$ cat config.mk
export PLATFORM = sky130hd
export DESIGN_NAME = lightpen_pot_port
export DESIGN_NICKNAME = d
export VERILOG_FILES = /design/src/lpen_pkg.sv /design/src/beam_if.sv /design/src/beam_counter.sv /design/src/lightpen_pot_port.sv
export SDC_FILE = /design/constraint.sdc
export NUM_CORES = 1
export LEC_CHECK = 0
export ABC_AREA = 1
export BUFFER_PORTS_ARGS = -buffer_cell sky130_fd_sc_hd__buf_2
export CAP_MARGIN = 15
export CORE_MARGIN = 10
export CORE_UTILIZATION = 42
export DETAILED_ROUTE_END_ITERATION = 7
export HOLD_SLACK_MARGIN = 0.15
export SLEW_MARGIN = 15
export SYNTH_ARGS = -nofsm -noshare
export SYNTH_HDL_FRONTEND = slang
export SYNTH_SLANG_ARGS = --single-unit
$ cat constraint.sdc
create_clock -name i_clk -period 3.8 [get_ports i_clk]
set_clock_uncertainty 0.2 [all_clocks]
set_input_delay 0.57 -clock i_clk [delete_from_list [all_inputs] [get_ports i_clk]]
set_output_delay 0.57 -clock i_clk [all_outputs]
set_load 0.05 [all_outputs]
$ cat src/lpen_pkg.sv
// constants for the pen latch and pot port
package lpen_pkg;
  localparam logic [23:0] pot_read_addr = 24'hDFF016;
  localparam logic [23:0] pot_write_addr = 24'hDFF034;
  localparam logic [23:0] beam_upper_addr = 24'hDFF004;
  localparam logic [23:0] beam_lower_addr = 24'hDFF006;
  localparam logic [23:0] plane_ctl_addr = 24'hDFF100;
  localparam logic [23:0] pot0_addr = 24'hDFF012;
  localparam logic [23:0] pot1_addr = 24'hDFF014;
  localparam logic [23:0] line_ctl_addr = 24'hDFF1F0;
  localparam int pen_enable_bit = 3;
  localparam int interlace_bit = 2;
  localparam int start_bit = 0;
  localparam int pin_field_lo = 8;
  localparam int long_frame_bit = 15;
  localparam int num_pins = 4;
  localparam logic [8:0] vblank_end_line = 9'h014;
  localparam logic [8:0] default_lines = 9'h106;
  localparam logic [8:0] default_width = 9'h0E3;
  localparam logic [3:0] pot_hold_lines = 4'h7;
  localparam logic [15:0] ident_bits = 16'h0000; // arbitrary value
endpackage

$ cat src/beam_if.sv
// live beam counter signals passed from counter to top
`timescale 1ns/100ps
interface beam_if;
  logic [8:0] vpos;
  logic [8:0] hpos;
  logic long_frame;
  logic line_start;
  logic vblank_exit;
  modport src (output vpos, hpos, long_frame, line_start, vblank_exit);
  modport dst (input vpos, hpos, long_frame, line_start, vblank_exit);
endinterface

$ cat src/beam_counter.sv
// free running horizontal and vertical beam counter
`timescale 1ns/100ps
module beam_counter
  import lpen_pkg::*;
(
  input wire logic i_clk, // system clock
  input wire logic i_reset, // sync reset
  input wire logic [8:0] i_last_h, // last horizontal count
  input wire logic [8:0] i_last_v, // last line of short frame
  input wire logic i_interlace, // toggle long frame each frame
  beam_if.src b // live beam
);
  logic [8:0] next_h;
  logic [8:0] next_v;
  logic next_lf;
  logic [8:0] frame_end;
  always_comb begin
    frame_end = i_last_v + {8'h00, b.long_frame};
    next_h = b.hpos + 9'h001;
    next_v = b.vpos;
    next_lf = b.long_frame;
    if (b.hpos >= i_last_h) begin
      next_h = 9'h000;
      next_v = b.vpos + 9'h001;
      if (b.vpos >= frame_end) begin
        next_v = 9'h000;
        next_lf = i_interlace ? ~b.long_frame : 1'b0;
      end
    end
  end
  always_ff @(posedge i_clk) begin
    if (i_reset) begin
      b.hpos <= 9'h000;
      b.vpos <= 9'h000;
      b.long_frame <= 1'b0;
      b.line_start <= 1'b0;
      b.vblank_exit <= 1'b0;
    end else begin
      b.hpos <= next_h;
      b.vpos <= next_v;
      b.long_frame <= next_lf;
      b.line_start <= (next_h == 9'h000);
      b.vblank_exit <= (next_h == 9'h000) && (next_v == vblank_end_line);
    end
  end
endmodule

$ cat src/lightpen_pot_port.sv
// pen beam latch and pot i/o port
`timescale 1ns/100ps
module lightpen_pot_port
  import lpen_pkg::*;
#(
  parameter logic [8:0] p_last_v = default_lines, // short frame last line
  parameter logic [8:0] p_last_h = default_width // last horizontal count
)(
  input wire logic i_clk, // 10 MHz clock
  input wire logic i_reset, // sync reset, high
  input wire logic [23:0] i_addr, // register byte address
  input wire logic [15:0] i_wdata, // write data
  input wire logic i_wr, // write strobe
  input wire logic i_rd, // read strobe
  output logic [15:0] o_rdata, // read data, cycle after strobe
  input wire logic i_fire_n, // port 0 fire pin, pen trigger
  input wire logic [num_pins-1:0] i_pot_pin, // pot pin levels
  input wire logic [num_pins-1:0] i_pot_cmp, // cap above threshold
  output logic [num_pins-1:0] o_pot_pin, // pot pin drive level
  output logic [num_pins-1:0] o_pot_oe, // pot pin drive enable
  output logic [num_pins-1:0] o_pot_dump // discharge capacitors
);
  import lpen_pkg::*;
  beam_if beam();
  logic [15:0] plane_ctl;
  logic [8:0] line_ctl;
  logic [7:0] pot_ctl;
  logic frozen;
  logic [15:0] hold_upper;
  logic [15:0] hold_lower;
  logic [1:0] fire_sync;
  logic fire_prev;
  logic [num_pins-1:0] pin_m;
  logic [num_pins-1:0] pin_s;
  logic [num_pins-1:0] cmp_m;
  logic [num_pins-1:0] cmp_s;
  logic [7:0] pot_cnt [num_pins];
  logic [num_pins-1:0] pot_done;
  logic [3:0] reset_lines;
  logic dumping;
  logic [15:0] next_rdata;
  logic [15:0] live_upper;
  logic [15:0] live_lower;
  logic next_frozen;
  logic pen_edge;
  logic pot_go;

  beam_counter u_beam (
    .i_clk(i_clk),
    .i_reset(i_reset),
    .i_last_h(p_last_h),
    .i_last_v(p_last_v),
    .i_interlace(plane_ctl[interlace_bit]),
    .b(beam.src)
  );

  // beam value formatting
  always_comb begin
    live_upper = '0;
    live_upper[long_frame_bit] = beam.long_frame;
    live_upper[0] = beam.vpos[8];
    live_lower = {beam.vpos[7:0], beam.hpos[8:1]};
  end

  // synchronisers for pins
  always_ff @(posedge i_clk) begin
    if (i_reset) begin
      fire_sync <= 2'b11;
      fire_prev <= 1'b1;
      pin_m <= '0;
      pin_s <= '0;
      cmp_m <= '0;
      cmp_s <= '0;
    end else begin
      fire_sync <= {fire_sync[0], i_fire_n};
      fire_prev <= fire_sync[1];
      pin_m <= i_pot_pin;
      pin_s <= pin_m;
      cmp_m <= i_pot_cmp;
      cmp_s <= cmp_m;
    end
  end

  assign pen_edge = fire_prev && !fire_sync[1];

  // pen capture
  always_comb begin
    next_frozen = frozen;
    if (beam.vblank_exit) begin
      next_frozen = 1'b0;
    end else if (!frozen && pen_edge && plane_ctl[pen_enable_bit]) begin
      next_frozen = 1'b1;
    end
  end
  always_ff @(posedge i_clk) begin
    if (i_reset) begin
      frozen <= 1'b0;
      hold_upper <= '0;
      hold_lower <= '0;
    end else begin
      frozen <= next_frozen;
      if (next_frozen && !frozen) begin
        hold_upper <= live_upper;
        hold_lower <= live_lower;
      end
    end
  end

  // registers
  assign pot_go = i_wr && (i_addr == pot_write_addr) && i_wdata[start_bit];
  always_ff @(posedge i_clk) begin
    if (i_reset) begin
      plane_ctl <= '0;
      line_ctl <= p_last_v;
      pot_ctl <= '0;
    end else if (i_wr) begin
      if (i_addr == plane_ctl_addr) begin
        plane_ctl <= i_wdata;
      end
      if (i_addr == pot_write_addr) begin
        pot_ctl <= i_wdata[15:pin_field_lo];
      end
      if (i_addr == line_ctl_addr) begin
        line_ctl <= i_wdata[8:0];
      end
    end
  end

  // pin drive, enable above data in each pair
  for (genvar i = 0; i < num_pins; i++) begin : g_pin
    always_ff @(posedge i_clk) begin
      if (i_reset) begin
        o_pot_oe[i] <= 1'b0;
        o_pot_pin[i] <= 1'b0;
        o_pot_dump[i] <= 1'b0;
      end else begin
        o_pot_oe[i] <= pot_ctl[2*i+1];
        o_pot_pin[i] <= pot_ctl[2*i];
        o_pot_dump[i] <= dumping && !pot_ctl[2*i+1];
      end
    end
    always_ff @(posedge i_clk) begin
      if (i_reset || pot_go) begin
        pot_cnt[i] <= 8'h00;
        pot_done[i] <= 1'b0;
      end else if (beam.line_start && !dumping && !pot_done[i]
                   && !pot_ctl[2*i+1]) begin
        if (cmp_s[i]) begin
          pot_done[i] <= 1'b1;
        end else begin
          pot_cnt[i] <= pot_cnt[i] + 8'h01;
        end
      end
    end
  end

  // pot reset interval counted in lines
  always_ff @(posedge i_clk) begin
    if (i_reset) begin
      reset_lines <= 4'h0;
      dumping <= 1'b0;
    end else if (pot_go) begin
      reset_lines <= 4'h0;
      dumping <= 1'b1;
    end else if (dumping && beam.line_start) begin
      reset_lines <= reset_lines + 4'h1;
      if (reset_lines == pot_hold_lines) begin
        dumping <= 1'b0;
      end
    end
  end

  // read mux; pin order matches control layout
  always_comb begin
    next_rdata = 16'h0000;
    case (i_addr)
      beam_upper_addr: next_rdata = frozen ? hold_upper : live_upper;
      beam_lower_addr: next_rdata = frozen ? hold_lower : live_lower;
      pot_read_addr: begin
        next_rdata = ident_bits;
        for (int k = 0; k < num_pins; k++) begin
          next_rdata[pin_field_lo+2*k+1] = pot_ctl[2*k+1];
          next_rdata[pin_field_lo+2*k] = pin_s[k];
        end
      end
      pot0_addr: next_rdata = {pot_cnt[1], pot_cnt[0]};
      pot1_addr: next_rdata = {pot_cnt[3], pot_cnt[2]};
      plane_ctl_addr: next_rdata = plane_ctl;
      line_ctl_addr: next_rdata = {7'h00, line_ctl};
      default: next_rdata = 16'h0000;
    endcase
  end
  always_ff @(posedge i_clk) begin
    if (i_reset) begin
      o_rdata <= 16'h0000;
    end else begin
      o_rdata <= i_rd ? next_rdata : 16'h0000;
    end
  end

  // checks
  release_at_line_a: assert property (@(posedge i_clk) disable iff (i_reset)
    beam.vblank_exit |=> !frozen)
    else $error("freeze not released at line 20");
  pen_gate_a: assert property (@(posedge i_clk) disable iff (i_reset)
    !frozen && !plane_ctl[pen_enable_bit] && !beam.vblank_exit
    |=> !frozen)
    else $error("pen captured while disabled");
  hold_stable_a: assert property (@(posedge i_clk) disable iff (i_reset)
    frozen && $past(frozen) |-> $stable(hold_lower))
    else $error("held position changed");
  pen_capture_a: assert property (@(posedge i_clk) disable iff (i_reset)
    !frozen && pen_edge && plane_ctl[pen_enable_bit] && !beam.vblank_exit
    |=> frozen && hold_lower == $past(live_lower))
    else $error("capture missed");
  counter_runs_a: assert property (
    @(posedge i_clk) disable iff (i_reset)
    frozen && beam.hpos != p_last_h |=> beam.hpos == $past(beam.hpos) + 9'h001)
    else $error("counter stopped while frozen");
  pot_clear_a: assert property (@(posedge i_clk) disable iff (i_reset)
    pot_go |=> pot_cnt[0] == 8'h00 && dumping)
    else $error("start did not clear counts");
  pin_drive_a: assert property (@(posedge i_clk) disable iff (i_reset)
    i_wr && i_addr == pot_write_addr
    |=> ##1 o_pot_oe[3] == $past(i_wdata[15], 2))
    else $error("right y enable wrong");
  dump_hold_a: assert property (@(posedge i_clk) disable iff (i_reset)
    dumping |-> pot_cnt[1] == 8'h00)
    else $error("count moved during reset interval");
  read_data_a: assert property (@(posedge i_clk) disable iff (i_reset)
    !i_rd |=> o_rdata == 16'h0000)
    else $error("read data outside read cycle");
  cover_capture: cover property (@(posedge i_clk) !frozen ##1 frozen);
  cover_release: cover property (@(posedge i_clk) frozen ##1 !frozen);
  cover_start: cover property (@(posedge i_clk) pot_go);
  cover_button: cover property (@(posedge i_clk)
    o_pot_oe[0] && o_pot_pin[0] && !pin_s[0]);
  cover_count_done: cover property (@(posedge i_clk)
    !pot_done[2] ##1 pot_done[2]);

  // read formatting of the beam position
  upper_format_a: assert property (
    @(posedge i_clk) disable iff (i_reset)
    i_rd && i_addr == beam_upper_addr && !frozen
    |=> o_rdata == {$past(beam.long_frame), 14'h0000, $past(beam.vpos[8])})
    else $error("upper beam read badly formatted");
  lower_format_a: assert property (
    @(posedge i_clk) disable iff (i_reset)
    i_rd && i_addr == beam_lower_addr && !frozen
    |=> o_rdata == {$past(beam.vpos[7:0]), $past(beam.hpos[8:1])})
    else $error("lower beam read badly formatted");
  upper_frozen_a: assert property (
    @(posedge i_clk) disable iff (i_reset)
    i_rd && i_addr == beam_upper_addr && frozen
    |=> o_rdata == $past(hold_upper))
    else $error("upper read not frozen");
  lower_frozen_a: assert property (
    @(posedge i_clk) disable iff (i_reset)
    i_rd && i_addr == beam_lower_addr && frozen
    |=> o_rdata == $past(hold_lower))
    else $error("lower read not frozen");

  // capture arming and single capture per frame
  second_trig_a: assert property (
    @(posedge i_clk) disable iff (i_reset)
    frozen && !beam.vblank_exit |=> frozen && $stable(hold_upper))
    else $error("later trigger moved the capture");
  rearm_capture_a: assert property (
    @(posedge i_clk) disable iff (i_reset)
    beam.vblank_exit ##1
    (pen_edge && plane_ctl[pen_enable_bit] && !beam.vblank_exit)
    |=> frozen)
    else $error("capture not rearmed after blanking");
  plane_write_a: assert property (
    @(posedge i_clk) disable iff (i_reset)
    i_wr && i_addr == plane_ctl_addr |=> plane_ctl == $past(i_wdata))
    else $error("plane control write lost");

  // pot control register and pins
  pot_lock_a: assert property (
    @(posedge i_clk) disable iff (i_reset)
    !(i_wr && i_addr == pot_write_addr) |=> $stable(pot_ctl))
    else $error("pot control changed without write");
  ident_bits_a: assert property (
    @(posedge i_clk) disable iff (i_reset)
    i_rd && i_addr == pot_read_addr |=> o_rdata[7:0] == ident_bits[7:0])
    else $error("identification bits wrong");
  pin_sense_a: assert property (
    @(posedge i_clk) disable iff (i_reset)
    i_rd && i_addr == pot_read_addr |=> o_rdata[8] == $past(pin_s[0]))
    else $error("pin level not returned");
  enable_drive_a: assert property (
    @(posedge i_clk) disable iff (i_reset)
    pot_ctl[1]
    |=> o_pot_oe[0] && o_pot_pin[0] == $past(pot_ctl[0]) && !o_pot_dump[0])
    else $error("enabled pin not driven");
  driven_hold_a: assert property (
    @(posedge i_clk) disable iff (i_reset)
    pot_ctl[3] && !pot_go |=> $stable(pot_cnt[1]))
    else $error("driven pin still counting");
  dump_input_a: assert property (
    @(posedge i_clk) disable iff (i_reset)
    dumping && !pot_ctl[7] |=> o_pot_dump[3])
    else $error("input pin not discharged");

  // pot counters
  go_dump_a: assert property (
    @(posedge i_clk) disable iff (i_reset)
    pot_go |=> dumping && reset_lines == 4'h0)
    else $error("start did not begin reset interval");
  count_step_a: assert property (
    @(posedge i_clk) disable iff (i_reset)
    beam.line_start && !dumping && !pot_done[2] && !pot_ctl[5]
    && !cmp_s[2] && !pot_go
    |=> pot_cnt[2] == $past(pot_cnt[2]) + 8'h01)
    else $error("count did not advance");
  count_hold_a: assert property (
    @(posedge i_clk) disable iff (i_reset)
    pot_done[3] && !pot_go |=> $stable(pot_cnt[3]))
    else $error("count moved after threshold");
  port_count_a: assert property (
    @(posedge i_clk) disable iff (i_reset)
    i_rd && i_addr == pot1_addr
    |=> o_rdata == {$past(pot_cnt[3]), $past(pot_cnt[2])})
    else $error("pot count read wrong");
endmodule

==> impl_metrics.py <==
metrics = {
    "placement": {
        "hpwl_microns": 13900,
        "portBuffers": 80,
        "dpl_cell_area_sq_um": 7800,
        "gp_congestion": 0.839,
    },
    "critical_path": {
        "crit_path_start": "u_beam.b.line_start",
        "reg2reg_to": "pot_cnt[1][5]",
        "reg2regPathDepth": 4,
        "endpoint": "pot_cnt[1][5]",
        "cpPeakStageDelay_ns": 0.82,
        "cp_data_required_time_ns": 3.65,
        "arrival_ns": 2.16,
        "path_cells": "inv_1 -> nor2_1 -> nand3_1 -> o21ai_0",
        "crit_path_start_kind": "flip-flop",
        "worst-path-buf-inv": 1,
        "cp_num_cells": 4,
        "crit_family": "compound AO/OA/AOI/OAI gates",
        "cp-end-kind": "flip-flop",
        "critical_path_class": "flip-flop to flip-flop",
        "cp_max_fo": 8,
        "r2r-start": "u_beam.b.line_start",
        "slowest_stage": "o21ai_0",
        "reg2reg_slack_ns": 1.49,
    },
    "cts": {
        "cts_made_buffers": 17,
        "postCtsSetupRepairBufs": 0,
        "cts_root_buffer": "clkbuf_16",
        "cts_max_level": 4,
        "worstSkewPairLatency_ns": 0.43,
        "path_clk_slew_ns": 0.07,
        "cts_tree": "yes",
        "clock_sinks": 161,
        "cts_max_path_buffers": 2,
    },
    "global_route": {
        "grt_max_degree": 53,
        "overflow": 0,
        "grt_pass1_wl_microns": 29900,
        "antenna_found_initial": 0,
        "grtUsageMet1": 0.210,
        "met3_usage": 0.0340,
        "busiest_layer": "met2",
        "grt_use_met2": 0.285,
        "grt_pass1_vias": 5807,
        "grt_util_all_layers": 0.167,
    },
    "layout": {
        "fillerInstances": 1638,
        "finish.net_count": 1072,
        "drive_above_1_share": 0.163,
        "stdcell_area_sq_um": 8470,
        "antenna_cells": 0,
        "area_growth_syn_to_layout_pct": 17.1,
    },
    "logic_synthesis": {
        "ys_types": 44,
        "synthMuxAreaShare": 0,
        "synth_top_area_share": 0.357,
        "yosys_warnings": 0,
        "ys_seq_elements": 161,
        "yosys.area.top_type": "dfxtp_1",
        "synth_xor_area_frac": 0.0327,
        "synth_compound_area_frac": 0.112,
        "syn-num-nets": 986,
        "yosysMostFrequentCell": "nand2_1",
        "netlist_area_sq_um": 7230,
        "synth_top_family_by_area": "simple AND/OR/NAND/NOR gates",
        "postSynth.asyncResetShare": 0,
        "yosys.area_share.simple": 0.272,
        "yosys.area_share.adder": 0.0138,
        "syn_avg_cell_area_sq_um": 7.82,
        "synth_edf_count": 32,
        "synth.yosys.seq_area_share": 0.490,
        "syn_inst": 925,
        "synth.area.top_cells": "dfxtp_1 36%, edfxtp_1 13%, nand2_1 8.6%",
        "synth_common_cells": "166 x nand2_1, 153 x nor2_1, 129 x dfxtp_1, 104 x inv_1, 70 x o21ai_0",
        "synthFlopType": "dfxtp_1",
    },
    "power_and_ir_drop": {
        "p_sw_frac": 0.240,
        "p_comb_frac": 0.052,
        "power_frac_seq": 0.498,
        "power_switching_uw": 879,
        "p_clk_frac": 0.450,
        "internal_power_mw": 2.78,
        "p_per_area_nw_per_um2": 432,
        "p_leak_nw": 3.66,
        "ir_worst_vdd_mv": 0.359,
        "finalPower_mw": 3.66,
    },
    "floorplanning": {
        "row_count": 47,
        "dieArea_sq_um": 22900,
        "start_util": 0.432,
        "core_sq_um": 16800,
        "fp.dieH_microns": 151,
        "io_pins": 81,
        "dieWidth_microns": 151,
    },
    "detailed_routing": {
        "dr.first_iter.drc_count": 362,
        "drt-pass1-iter-count": 5,
        "drc_errors": 0,
        "via_per_inst": 4.84,
        "vias": 6016,
        "totalWireLength_microns": 18500,
        "wl_per_cell_microns": 14.9,
        "drtAntennaViolNets": 0,
    },
    "timing": {
        "finalCritPeriodShare": 0.608,
        "rsz0062_at_grt": "false",
        "fin_setup_tns_ns": 0,
        "min_period_ns": 2.31,
        "finalSetupViolations": 0,
        "slew_headroom": 0.318,
        "finalMaxSlewViolations": 0,
        "tightest_slew_ns": 1.01,
        "hold_viol_final": 0,
        "fmax_mhz": 433,
    },
    "outcome": {
        "status": "finished clean",
    },
    "run": {
        "drv_cap": 0,
    },
    "worst_hold_path": {
        "hold_path.class": "primary input to flip-flop",
    },
}
## cell usage in the layout (no fill, tap or decap), types with 4 or more instances in the layout
master	synthesis	final
clkbuf_16	0	19
nand4_1	12	12
nand3_2	4	4
o21ai_0	70	69
xor2_1	21	21
o211ai_1	10	10
a21oi_1	56	56
a211oi_1	4	4
o21ai_1	5	6
dfxtp_1	129	129
xnor2_1	6	6
nand2_2	9	9
buf_2	5	80
nand2_1	166	166
inv_2	7	7
buf_4	1	5
ha_1	8	8
dlygate4sd3_1	0	9
inv_6	0	5
nor2_2	6	6
nor3_1	12	12
inv_1	104	104
nand3_1	52	52
nor2_1	153	153
edfxtp_1	32	32
nor2_4	7	7
## worst min-delay path by stage
stage                        to  cells after the start  slack [ns]  startpoint
floorplan              cmp_s[0]                      2        0.19    cmp_m[0]
detailed placement     pin_s[0]                      2        0.20    pin_m[0]
finish              line_ctl[1]                      3        0.17  i_wdata[1]
global placement       pin_s[0]                      2        0.20    pin_m[0]
CTS                 line_ctl[1]                      3        0.16  i_wdata[1]
global route        line_ctl[1]                      3        0.19  i_wdata[1]
## worst reg2reg max path, stage by stage (launching register included)
cell and delay [ns]:
dfxtp_1 0.33, inv_1 0.04, nor2_1 0.39, nand3_1 0.15, o21ai_0 0.82
## routing by layer
layer | share of wire | vias to the layer above
met5 | 0 | -
met4 | 0.0082 | 0
met3 | 0.040 | 9
met2 | 0.50 | 89
met1 | 0.46 | 2760
li1 | - | 3158
## metrics by stage
step	std cells	util	setup WS, ns	hold WS (ns)
finish	1243	0.505	1.49	0.170
global route	1243	0.505	1.32	0.194
CTS	1242	0.505	1.41	0.156
detailed placement	1202	0.466	1.08	0.196
global placement	1202	0.466	1.11	0.196
floorplan	925	-	1.49	0.188
## logic make-up after synthesis
group	after synthesis
AOI/OAI and AO/OA	151
adders and majority gates	8
buffers and inverters	141
and+or+nand+nor	436
DFF	161
other	1
xor gates and xnor gates	27
## cell type report
cell class | instances | area (sq um) | area share
tap | 220 | 275 | 0.0325
sequential | 161 | 3540 | 0.418
inverter | 113 | 428 | 0.0505
clock inverter | 12 | 93.8 | 0.0111
multi-input combinational | 623 | 3120 | 0.368
clock buffer | 19 | 475 | 0.0561
timing repair buffer | 95 | 533 | 0.0629
## what timing repair did
action,4_1_cts,5_1_grt
hold buffers,9,0
setup endpoints to repair,0,0
endpoints found under the hold margin,9,0
resized for setup,0,0
## registers in the layout (all words and copies together), names as in the netlist, 8 cells and up
name,flops
hold_lower,16
line_ctl,9
o_rdata,16
plane_ctl,16
pot_cnt,32
pot_ctl,8
u_beam.b.hpos,9
u_beam.b.vpos,9
## power by group through the flow
stage	registers [mW]	logic [mW]	clock network (mW)
global placement	1.86	0.182	0
global route	1.83	0.219	1.74
finish	1.82	0.191	1.65
detailed placement	1.86	0.183	0
CTS	1.82	0.192	1.68
floorplan	1.85	0.125	0
Power figures use the tool's default switching activity.
